===== src/hw/acs_map.svh =====
// Register indices, field positions, reset values and codes of the sequencer
`ifndef ACS_MAP_SVH
`define ACS_MAP_SVH
// Register indices; the byte address is four times the index
`define ACS_IDX_CONV_A 8'h00
`define ACS_IDX_CONV_B 8'h01
`define ACS_IDX_REFERENCE 8'h02
`define ACS_IDX_EVCTRL 8'h03
`define ACS_IDX_PRESC 8'h04
`define ACS_IDX_STATUS 8'h05
`define ACS_IDX_FLAGS 8'h06
`define ACS_IDX_CAL 8'h0C
`define ACS_IDX_RESULT 8'h10
`define ACS_IDX_CMP 8'h18
`define ACS_IDX_CHCTRL 8'h20
`define ACS_IDX_CMPCTRL 8'h21
// Field positions
`define ACS_B_ENABLE 0
`define ACS_B_FLUSH 1
`define ACS_B_START 2
`define ACS_B_CONT 3
`define ACS_B_SIGNED 4
`define ACS_F_FMT 2:1
`define ACS_F_REFSRC 6:4
`define ACS_B_BANDGAP 1
`define ACS_B_THERMAL 0
`define ACS_F_EVSEL 5:3
`define ACS_B_EVEN 0
`define ACS_B_CHSTART 7
`define ACS_F_GAIN 4:2
`define ACS_B_DONE 0
`define ACS_B_CMPEN 0
`define ACS_B_CMPABOVE 1
// Reset values
`define ACS_RST_CONV_B 8'h00
`define ACS_RST_REFERENCE 8'h00
`define ACS_RST_PRESC 3'h0
`define ACS_RST_CAL 12'h000
`define ACS_RST_CMP 16'h0000
// Result format codes
`define ACS_FMT_R12 2'h0
`define ACS_FMT_RSVD 2'h1
`define ACS_FMT_R8 2'h2
`define ACS_FMT_L12 2'h3
// Reference codes
`define ACS_INTERNAL_ONE_VOLT_REF 3'h0
`define ACS_INTERNAL_SUPPLY_SCALED_REF 3'h1
`define ACS_EXTERNAL_REFERENCE_A 3'h2
`define ACS_EXTERNAL_REFERENCE_B 3'h3
// Timing: peripheral cycles per half converter clock at code 000 (divide by 4)
`define ACS_HALF_BASE 9'h002
// Converter clock cycles outside the bit phase
`define ACS_BASE_CYCLES 1
`endif


===== src/hw/acs_pkg.sv =====
// Types of the conversion sequencer
package acs_pkg;
	typedef enum logic [4:0] {
		ACS_IDLE = 5'h01,
		ACS_GAIN = 5'h02,
		ACS_SAMPLE = 5'h04,
		ACS_CONVERT = 5'h08,
		ACS_FINISH = 5'h10
	} acs_phase_e;
	typedef struct packed {
		acs_phase_e phase;
		logic enable;
		logic start_pend;
		logic [7:0] conv_b;
		logic [7:0] ref_ctl;
		logic [2:0] ref_out;
		logic ev_en;
		logic [2:0] ev_sel;
		logic [2:0] presc;
		logic [2:0] gain_code;
		logic [11:0] cal;
		logic [15:0] cmp;
		logic cmp_en;
		logic cmp_above;
		logic [15:0] result;
		logic done_flag;
		logic busy;
		logic [8:0] pcnt;
		logic adc_clk;
		logic [2:0] hcnt;
		logic [3:0] bits_left;
		logic [11:0] code;
		logic [11:0] mask;
		logic [1:0] conv_fmt;
		logic conv_signed;
		logic sample;
		logic gain_sample;
		logic event_pulse;
		logic dp_act;
		logic dp_write;
		logic [7:0] dp_idx;
		logic hready;
		logic [31:0] hrdata;
	} acs_state_s;
endpackage


===== src/hw/acs_sequencer.sv =====
// Conversion sequencer of a successive-approximation converter, AHB-Lite slave
`timescale 1ns/1ps
`include "acs_map.svh"

module acs_sequencer (
	input wire logic clock_in,
	input wire logic rst_n_in,
	input wire logic ce_in,
	input wire logic hsel_in,
	input wire logic [31:0] haddr_in,
	input wire logic [1:0] htrans_in,
	input wire logic hwrite_in,
	input wire logic [2:0] hsize_in,
	input wire logic [31:0] hwdata_in,
	output logic hreadyout_out,
	output logic hresp_out,
	output logic [31:0] hrdata_out,
	input wire logic [3:0] event_lines_in,
	input wire logic irq_ack_in,
	input wire logic comparator_in,
	output logic irq_out,
	output logic event_out,
	output logic adc_clk_out,
	output logic sample_out,
	output logic gain_sample_out,
	output logic [11:0] sar_trial_out,
	output logic [2:0] ref_select_out,
	output logic bandgap_enable_out,
	output logic thermal_sensor_enable_out,
	output logic busy_out
);

	acs_pkg::acs_state_s s;
	acs_pkg::acs_state_s n;
	logic accept;
	logic wr;
	logic [31:0] rd;
	logic wr_flush;
	logic wr_start;
	logic wr_clr;
	logic ev_hit;
	logic [8:0] half_m1;
	logic tick;
	logic rise;
	logic go;
	logic [1:0] gcyc;
	logic [1:0] fmt;
	logic [15:0] res;
	logic hit;

	////////////////////////////////////////////////////////////////////////////
	// Helpers

	function automatic logic [1:0] gain_cycles(input logic [2:0] g);
		case (g)
			3'h1, 3'h2: gain_cycles = 2'h1;
			3'h3, 3'h4: gain_cycles = 2'h2;
			3'h5, 3'h6: gain_cycles = 2'h3;
			default: gain_cycles = 2'h0;
		endcase
	endfunction

	function automatic logic [15:0] format_result(input logic [11:0] c,
		input logic [1:0] f, input logic sg);
		case (f)
			`ACS_FMT_R8: format_result = {{8{sg & c[11]}}, c[11:4]};
			`ACS_FMT_L12: format_result = {c, 4'h0};
			default: format_result = {{4{sg & c[11]}}, c};
		endcase
	endfunction

	////////////////////////////////////////////////////////////////////////////
	// Read multiplexer

	always_comb begin
		rd = 32'h0000_0000;
		case (s.dp_idx)
			`ACS_IDX_CONV_A: begin
				rd[`ACS_B_START] = s.start_pend;
				rd[`ACS_B_ENABLE] = s.enable;
			end
			`ACS_IDX_CONV_B: rd[7:0] = s.conv_b;
			`ACS_IDX_REFERENCE: rd[7:0] = s.ref_ctl;
			`ACS_IDX_EVCTRL: begin
				rd[`ACS_F_EVSEL] = s.ev_sel;
				rd[`ACS_B_EVEN] = s.ev_en;
			end
			`ACS_IDX_PRESC: rd[2:0] = s.presc;
			`ACS_IDX_STATUS: begin
				rd[4:0] = s.phase;
				rd[8] = s.adc_clk;
			end
			`ACS_IDX_FLAGS: rd[`ACS_B_DONE] = s.done_flag;
			`ACS_IDX_CAL: rd[11:0] = s.cal;
			`ACS_IDX_RESULT: rd[15:0] = s.result;
			`ACS_IDX_CMP: rd[15:0] = s.cmp;
			`ACS_IDX_CHCTRL: begin
				rd[`ACS_B_CHSTART] = s.start_pend;
				rd[`ACS_F_GAIN] = s.gain_code;
			end
			`ACS_IDX_CMPCTRL: begin
				rd[`ACS_B_CMPEN] = s.cmp_en;
				rd[`ACS_B_CMPABOVE] = s.cmp_above;
			end
			default: rd = 32'h0000_0000;
		endcase
	end

	////////////////////////////////////////////////////////////////////////////
	// Next state

	always_comb begin
		n = s;
		n.event_pulse = 1'b0;
		wr_flush = 1'b0;
		wr_start = 1'b0;
		wr_clr = 1'b0;
		// Bus: address phase, one wait state, then data phase
		accept = hsel_in & htrans_in[1] & s.hready;
		wr = s.dp_act & s.dp_write;
		if (accept) begin
			n.dp_act = 1'b1;
			n.dp_write = hwrite_in;
			// Unmapped upper addresses fall on an index that reads zero
			if (|haddr_in[31:10]) begin
				n.dp_idx = 8'hFF;
			end else begin
				n.dp_idx = haddr_in[9:2];
			end
			n.hready = 1'b0;
		end else if (s.dp_act) begin
			n.dp_act = 1'b0;
			n.hready = 1'b1;
			if (!s.dp_write) begin
				n.hrdata = rd;
			end
		end
		if (wr) begin
			case (s.dp_idx)
				`ACS_IDX_CONV_A: begin
					n.enable = hwdata_in[`ACS_B_ENABLE];
					wr_flush = hwdata_in[`ACS_B_FLUSH];
					wr_start = hwdata_in[`ACS_B_START];
				end
				`ACS_IDX_CONV_B: begin
					n.conv_b = hwdata_in[7:0] & 8'h1E;
				end
				`ACS_IDX_REFERENCE: begin
					// source enables kept with reference field
					n.ref_ctl = hwdata_in[7:0] & 8'h73;
					// only four valid sources, else 1 V internal
					if (hwdata_in[6]) begin
						n.ref_out = `ACS_INTERNAL_ONE_VOLT_REF;
					end else begin
						n.ref_out = hwdata_in[`ACS_F_REFSRC];
					end
				end
				`ACS_IDX_EVCTRL: begin
					n.ev_sel = hwdata_in[`ACS_F_EVSEL];
					n.ev_en = hwdata_in[`ACS_B_EVEN];
				end
				`ACS_IDX_PRESC: n.presc = hwdata_in[2:0];
				`ACS_IDX_FLAGS: wr_clr = hwdata_in[`ACS_B_DONE];
				`ACS_IDX_CAL: n.cal = hwdata_in[11:0];
				`ACS_IDX_CMP: n.cmp = hwdata_in[15:0];
				`ACS_IDX_CHCTRL: begin
					// channel start aliases the single start bit
					wr_start = hwdata_in[`ACS_B_CHSTART];
					n.gain_code = hwdata_in[`ACS_F_GAIN];
				end
				`ACS_IDX_CMPCTRL: begin
					n.cmp_en = hwdata_in[`ACS_B_CMPEN];
					n.cmp_above = hwdata_in[`ACS_B_CMPABOVE];
				end
				default: n.enable = n.enable;
			endcase
		end
		ev_hit = s.ev_en & ~s.ev_sel[2] & event_lines_in[s.ev_sel[1:0]];

		// half period is 2 << code peripheral cycles, divide 4..512
		half_m1 = (`ACS_HALF_BASE << s.presc) - 9'h001;
		tick = s.enable & (s.pcnt == half_m1);
		rise = tick & ~s.adc_clk;
		go = s.start_pend | s.conv_b[`ACS_B_CONT];
		gcyc = gain_cycles(s.gain_code);
		// reserved format code behaves as right adjusted 12 bit
		if (s.conv_b[`ACS_F_FMT] == `ACS_FMT_RSVD) begin
			fmt = `ACS_FMT_R12;
		end else begin
			fmt = s.conv_b[`ACS_F_FMT];
		end
		res = format_result(s.code, s.conv_fmt, s.conv_signed);
		// Strict compare, in the number format of the running conversion
		if (s.cmp_above) begin
			if (s.conv_signed) begin
				hit = $signed(res) > $signed(s.cmp);
			end else begin
				hit = res > s.cmp;
			end
		end else begin
			if (s.conv_signed) begin
				hit = $signed(res) < $signed(s.cmp);
			end else begin
				hit = res < s.cmp;
			end
		end
		// Without compare every completion counts
		if (!s.cmp_en) begin
			hit = 1'b1;
		end

		// flush or disable aborts and holds clock at its start
		if (!s.enable || wr_flush) begin
			n.pcnt = 9'h000;
			n.adc_clk = 1'b0;
			n.phase = acs_pkg::ACS_IDLE;
			n.sample = 1'b0;
			n.gain_sample = 1'b0;
		end else begin
			if (tick) begin
				n.pcnt = 9'h000;
			end else begin
				n.pcnt = s.pcnt + 9'h001;
			end
			if (tick) begin
				n.adc_clk = ~s.adc_clk;
			end
			case (s.phase)
				acs_pkg::ACS_IDLE: begin
					// only an already registered request starts, on a rising edge
					if (rise && s.start_pend) begin
						n.phase = acs_pkg::ACS_SAMPLE;
					end
				end
				acs_pkg::ACS_GAIN: begin
					if (tick) begin
						// gain stage samples for the first half only
						n.gain_sample = 1'b0;
						if (s.hcnt == 3'h0) begin
							n.phase = acs_pkg::ACS_SAMPLE;
							n.sample = 1'b1;
						end else begin
							n.hcnt = s.hcnt - 3'h1;
						end
					end
				end
				acs_pkg::ACS_SAMPLE: begin
					if (tick) begin
						// sample half ends, MSB trial goes out
						n.sample = 1'b0;
						n.phase = acs_pkg::ACS_CONVERT;
						n.code = 12'h800;
						n.mask = 12'h800;
						if (s.conv_fmt == `ACS_FMT_R8) begin
							n.bits_left = 4'h7;
						end else begin
							n.bits_left = 4'hB;
						end
					end
				end
				acs_pkg::ACS_CONVERT: begin
					if (tick) begin
						// one bit resolved per half converter clock
						n.code = (comparator_in ? s.code : (s.code & ~s.mask)) |
							(s.mask >> 1);
						n.mask = s.mask >> 1;
						if (s.bits_left == 4'h0) begin
							n.phase = acs_pkg::ACS_FINISH;
						end else begin
							n.bits_left = s.bits_left - 4'h1;
						end
					end
				end
				acs_pkg::ACS_FINISH: begin
					if (tick) begin
						// result lands, with the flag and event only when hit is set
						n.result = res;
						n.event_pulse = hit;
						// next conversion only after this one ends
						if (go) begin
							n.phase = acs_pkg::ACS_SAMPLE;
						end else begin
							n.phase = acs_pkg::ACS_IDLE;
						end
					end
				end
				default: n.phase = acs_pkg::ACS_IDLE;
			endcase
			// Launch of a new conversion
			if (n.phase == acs_pkg::ACS_SAMPLE &&
				(s.phase == acs_pkg::ACS_IDLE || s.phase == acs_pkg::ACS_FINISH)) begin
				// start bit clears once conversion begins
				n.start_pend = 1'b0;
				n.conv_fmt = fmt;
				n.conv_signed = s.conv_b[`ACS_B_SIGNED];
				// gain adds two halves per extra cycle
				if (gcyc != 2'h0) begin
					n.phase = acs_pkg::ACS_GAIN;
					n.hcnt = {gcyc, 1'b0} - 3'h1;
					n.gain_sample = 1'b1;
				end else begin
					n.sample = 1'b1;
				end
			end
		end
		// start request set wins over the hardware clear
		if (wr_start || ev_hit) begin
			n.start_pend = 1'b1;
		end
		// vector or write-one clears, a new completion wins
		n.done_flag = (s.done_flag & ~(wr_clr | irq_ack_in)) | n.event_pulse;
		// Busy kept as its own flop so the output needs no gate
		n.busy = n.phase != acs_pkg::ACS_IDLE;
	end

	////////////////////////////////////////////////////////////////////////////
	// State register

	always_ff @(posedge clock_in or negedge rst_n_in) begin
		if (!rst_n_in) begin
			s <= '0;
			s.phase <= acs_pkg::ACS_IDLE;
			s.conv_b <= `ACS_RST_CONV_B;
			s.ref_ctl <= `ACS_RST_REFERENCE;
			s.ref_out <= `ACS_INTERNAL_ONE_VOLT_REF;
			s.presc <= `ACS_RST_PRESC;
			s.cal <= `ACS_RST_CAL;
			s.cmp <= `ACS_RST_CMP;
			s.hready <= 1'b1;
		end else if (ce_in) begin
			s <= n;
		end
	end

	////////////////////////////////////////////////////////////////////////////
	// Outputs, all but the tied-off response straight from the state register

	assign hreadyout_out = s.hready;
	assign hresp_out = 1'b0;
	assign hrdata_out = s.hrdata;
	assign irq_out = s.done_flag;
	assign event_out = s.event_pulse;
	assign adc_clk_out = s.adc_clk;
	assign sample_out = s.sample;
	assign gain_sample_out = s.gain_sample;
	assign sar_trial_out = s.code;
	assign ref_select_out = s.ref_out;
	// internal sources powered from their enable bits
	assign bandgap_enable_out = s.ref_ctl[`ACS_B_BANDGAP];
	assign thermal_sensor_enable_out = s.ref_ctl[`ACS_B_THERMAL];
	assign busy_out = s.busy;

endmodule


===== config.mk =====
export PLATFORM = sky130hd
export DESIGN_NAME = acs_sequencer
export DESIGN_NICKNAME = d
export VERILOG_FILES = /design/src/hw/acs_pkg.sv /design/src/hw/acs_sequencer.sv
export VERILOG_INCLUDE_DIRS = /design/src /design/src/hw
export SDC_FILE = /design/constraint.sdc
export NUM_CORES = 1
export LEC_CHECK = 0
export ABC_CLOCK_PERIOD_IN_PS = 5900
export BUFFER_PORTS_ARGS = -buffer_cell sky130_fd_sc_hd__buf_2
export CAP_MARGIN = 20
export CORE_UTILIZATION = 30
export CTS_BUF_LIST = sky130_fd_sc_hd__clkbuf_8
export DETAILED_ROUTE_END_ITERATION = 10
export PLACE_DENSITY = 0.57
export REMOVE_ABC_BUFFERS = 1
export SETUP_SLACK_MARGIN = 0.5
export SLEW_MARGIN = 15
export SYNTH_ARGS = -nofsm -noshare
export SYNTH_HDL_FRONTEND = slang
export SYNTH_SLANG_ARGS = --single-unit

===== constraint.sdc =====
create_clock -name clock_in -period 5.9 [get_ports clock_in]
set_input_delay 0.59 -clock clock_in [delete_from_list [all_inputs] [get_ports clock_in]]
set_output_delay 0.59 -clock clock_in [all_outputs]
set_load 0.05 [all_outputs]

==> impl_metrics.toml <==
[run_status]
status = "finished clean"

[routing]
dr_total_vias = 6260
dr.pass1.iters = 5
ant_nets = 0
drt_wl_total_um = 20900
drc = 0
vias_per_cell = 4.95
wl_met1_um = 10000
drtIter0Drc = 394
routedWlPerCell_um = 16.6
top_layer = "met4"
met2_length_um = 9830
wl_met3_um = 942

[synth]
synth_flop_cell = "dfrtp_1"
synth-edff-count = 0
yosysWarnings = 0
avgSynthCellArea_sq_um = 10.1
yosysTopAreaCell = "dfrtp_1"
synthArstFlopShare = 1.00
synth_top_area_share = 0.442
synth_area_sq_mm = 0.00838
ys_ff_latch = 150
synth_cell_types = 78
yosys-top-cells-area = "dfrtp_1, mux2_2, buf_4, ha_1, o21ai_0"
syn_inst = 832
yosysSeqAreaShare = 0.448

[sta]
final.setup.tns_ns = 0
worst_slack_ns = 2.14
rsz0062_at_grt = "false"
period_share = 0.638
slew_violations = 0
max_freq_mhz = 266
tightest_slew_ns = 0.850
finalClockSkew_ns = 0.0106
finalHoldViolCount = 0
finalCriticalPeriod_ns = 3.76
setup_viol = 0
slew_headroom = 0.434

[hold_path]
min_path_type = "input pin to async pin"

[power_and_ir_drop]
power_switching_mw = 0.486
intPower_mw = 1.41
clkPwrFrac = 0.411
p_leak_nw = 4.41
ir_worst_vdd_mv = 0.124
p_comb_frac = 0.045
p_per_area_mw_per_mm2 = 203
p_sw_frac = 0.257
pwr-share-seq = 0.544

[worst_setup_path]
crit_type = "flop to flop"
start_kind = "flop"
reg2reg_from = "s[33]$_DFFE_PN0P_"
cp-end-kind = "flop"
cp_data_required_time_ns = 6.25
critPathArrivalTime_ns = 4.11
crit_start = "s[33]$_DFFE_PN0P_"
worstPathMaxFanout = 20

[die]
initial_core_util = 0.308
coreArea_sq_mm = 0.0272
fp-row-count = 60
die_h_um = 169
die_area_sq_mm = 0.0286
io_pins = 137
fp.dieW_um = 169

[grt]
antenna_found_initial = 0
grtUsageTotal = 0.153
grt_overflow_total = 0
grt_max_degree = 92
grt_first_pass_wirelength_um = 33800
grt_pass1_vias = 6004

[layout]
antenna_cells = 0
final_cell_mix = "dfrtp_1, buf_2, nor2_1, nand2_1, mux2_2"
layout-drive-gt1-share = 0.231
fillCellCount = 2837
multi_input_area_sq_mm = 0.00401
area_growth_pct = 11.0
register_area_sq_mm = 0.00376
nets = 982
final_common_cell = "dfrtp_1"

[clock_tree]
cts_hold_buf = 0
clock_path_buffers = 2
numCtsBuffers = 17
cts_tree = "built"
clk_pin_slew_worst_paths_ns = 0.08
cts_setup_buffers = 0
cts.sinks = 150
root_buffer = "clkbuf_8"
cts_resized = 0
clk_latency_ns = 0.46
ctsHtreeMaxLevel = 4

[placement]
gp_congestion = 0.852
pre_cts_ws_ns = 2.12
hpwl_um = 15200
port_buffers = 96

[job]
max_cap_viol_count = 0
## metrics by stage
stage | total power, mW | instance area (sq um) | utilization | hold slack (ns) | instances
2_1_floorplan | 1.08 | 7910 | - | 0.294 | 760
3_3_place_gp | 1.14 | 8910 | 0.328 | 0.467 | 1233
3_5_place_dp | 1.14 | 8910 | 0.328 | 0.475 | 1233
4_1_cts | 1.92 | 9300 | 0.342 | 0.233 | 1265
5_1_grt | 1.97 | 9300 | 0.342 | 0.254 | 1265
6_report | 1.89 | 9300 | 0.342 | 0.215 | 1265
## worst max-delay path, cell delays in order (launching register included)
cell and delay [ns]:
dfrtp_1 0.88, nor4bb_1 0.12, a41oi_1 0.54, nand2_1 0.40
a211oi_4 0.54, a21boi_1 0.74, o21ai_0 0.21, a22o_1 0.22
## final timing paths
check                      cells after the start                            to  slack [ns]
max in group asynchronous                      2            s[167]$_DFFE_PN0P_        4.40
setup / recovery                               7  sar_trial_out[7]$_DFFE_PN0P_        2.14
hold reg to reg                                2             s[92]$_DFFE_PN0P_        0.49
hold / removal                                 1             s[84]$_DFFE_PN0P_        0.21
min in group clock_in                          2             s[40]$_DFFE_PN0P_        0.34
setup reg to reg                               7  sar_trial_out[7]$_DFFE_PN0P_        2.14
## per-layer routing
layer,up-vias,GRT usage
li1,3019,-
met2,132,0.242
met5,-,0
met4,0,0.0431
met3,10,0.0327
met1,3099,0.210
## power by group through the flow
| stage | Sequential (mW) | Clock (mW) | Combinational, mW |
|---|---|---|---|
| floorplan | 1.05 | 0 | 0.0317 |
| global placement | 1.05 | 0 | 0.0869 |
| detailed placement | 1.05 | 0 | 0.0871 |
| CTS | 1.03 | 0.803 | 0.0872 |
| global route | 1.03 | 0.841 | 0.0941 |
| finish | 1.03 | 0.778 | 0.0848 |
## cell families after synthesis
kind of cell,after synthesis,synth area share
xor+xnor,16,0.0167
fa+ha+maj,22,0.0329
simple gates,224,0.141
compound gates,204,0.168
other cells,1,0.000448
mux,84,0.111
buf+inv,131,0.0824
flops,150,0.448
## sequential cells by signal, indices dropped and copies added (netlist names)
name	count
bandgap_enable_out	1
gain_sample_out	1
s	111
hreadyout_out	1
event_out	1
thermal_sensor_enable_out	1
sar_trial_out	12
irq_out	1
hrdata_out	16
sample_out	1
adc_clk_out	1
ref_select_out	2
busy_out	1
## final cells by class
type,count,share of cell area
inverter,42,0.0170
clock buffer,19,0.0281
multi-input combinational,568,0.431
sequential,150,0.404
clock inverter,13,0.0135
timing repair buffer,101,0.0564
tap,372,0.0500
## cell usage after synthesis (all sizes together), types with 3 or more instances
library cell,n
nor4,10
mux2,59
inv,42
nand2,61
a221oi,7
a21boi,4
o22ai,7
a22oi,4
xnor2,4
o21a,6
xor2,12
and4b,3
ha,22
a31oi,3
or3,5
a21oi,47
nor2,61
buf,59
and4,4
o22a,9
and3,14
nand2b,8
a22o,24
a41oi,4
o2bb2ai,8
mux2i,24
dfrtp,148
nand4,9
nor3,9
clkbuf,30
and2,5
nand3,8
nor2b,16
o21ai,52
a21o,6
nand3b,3
(Power assumes the default switching activity.)
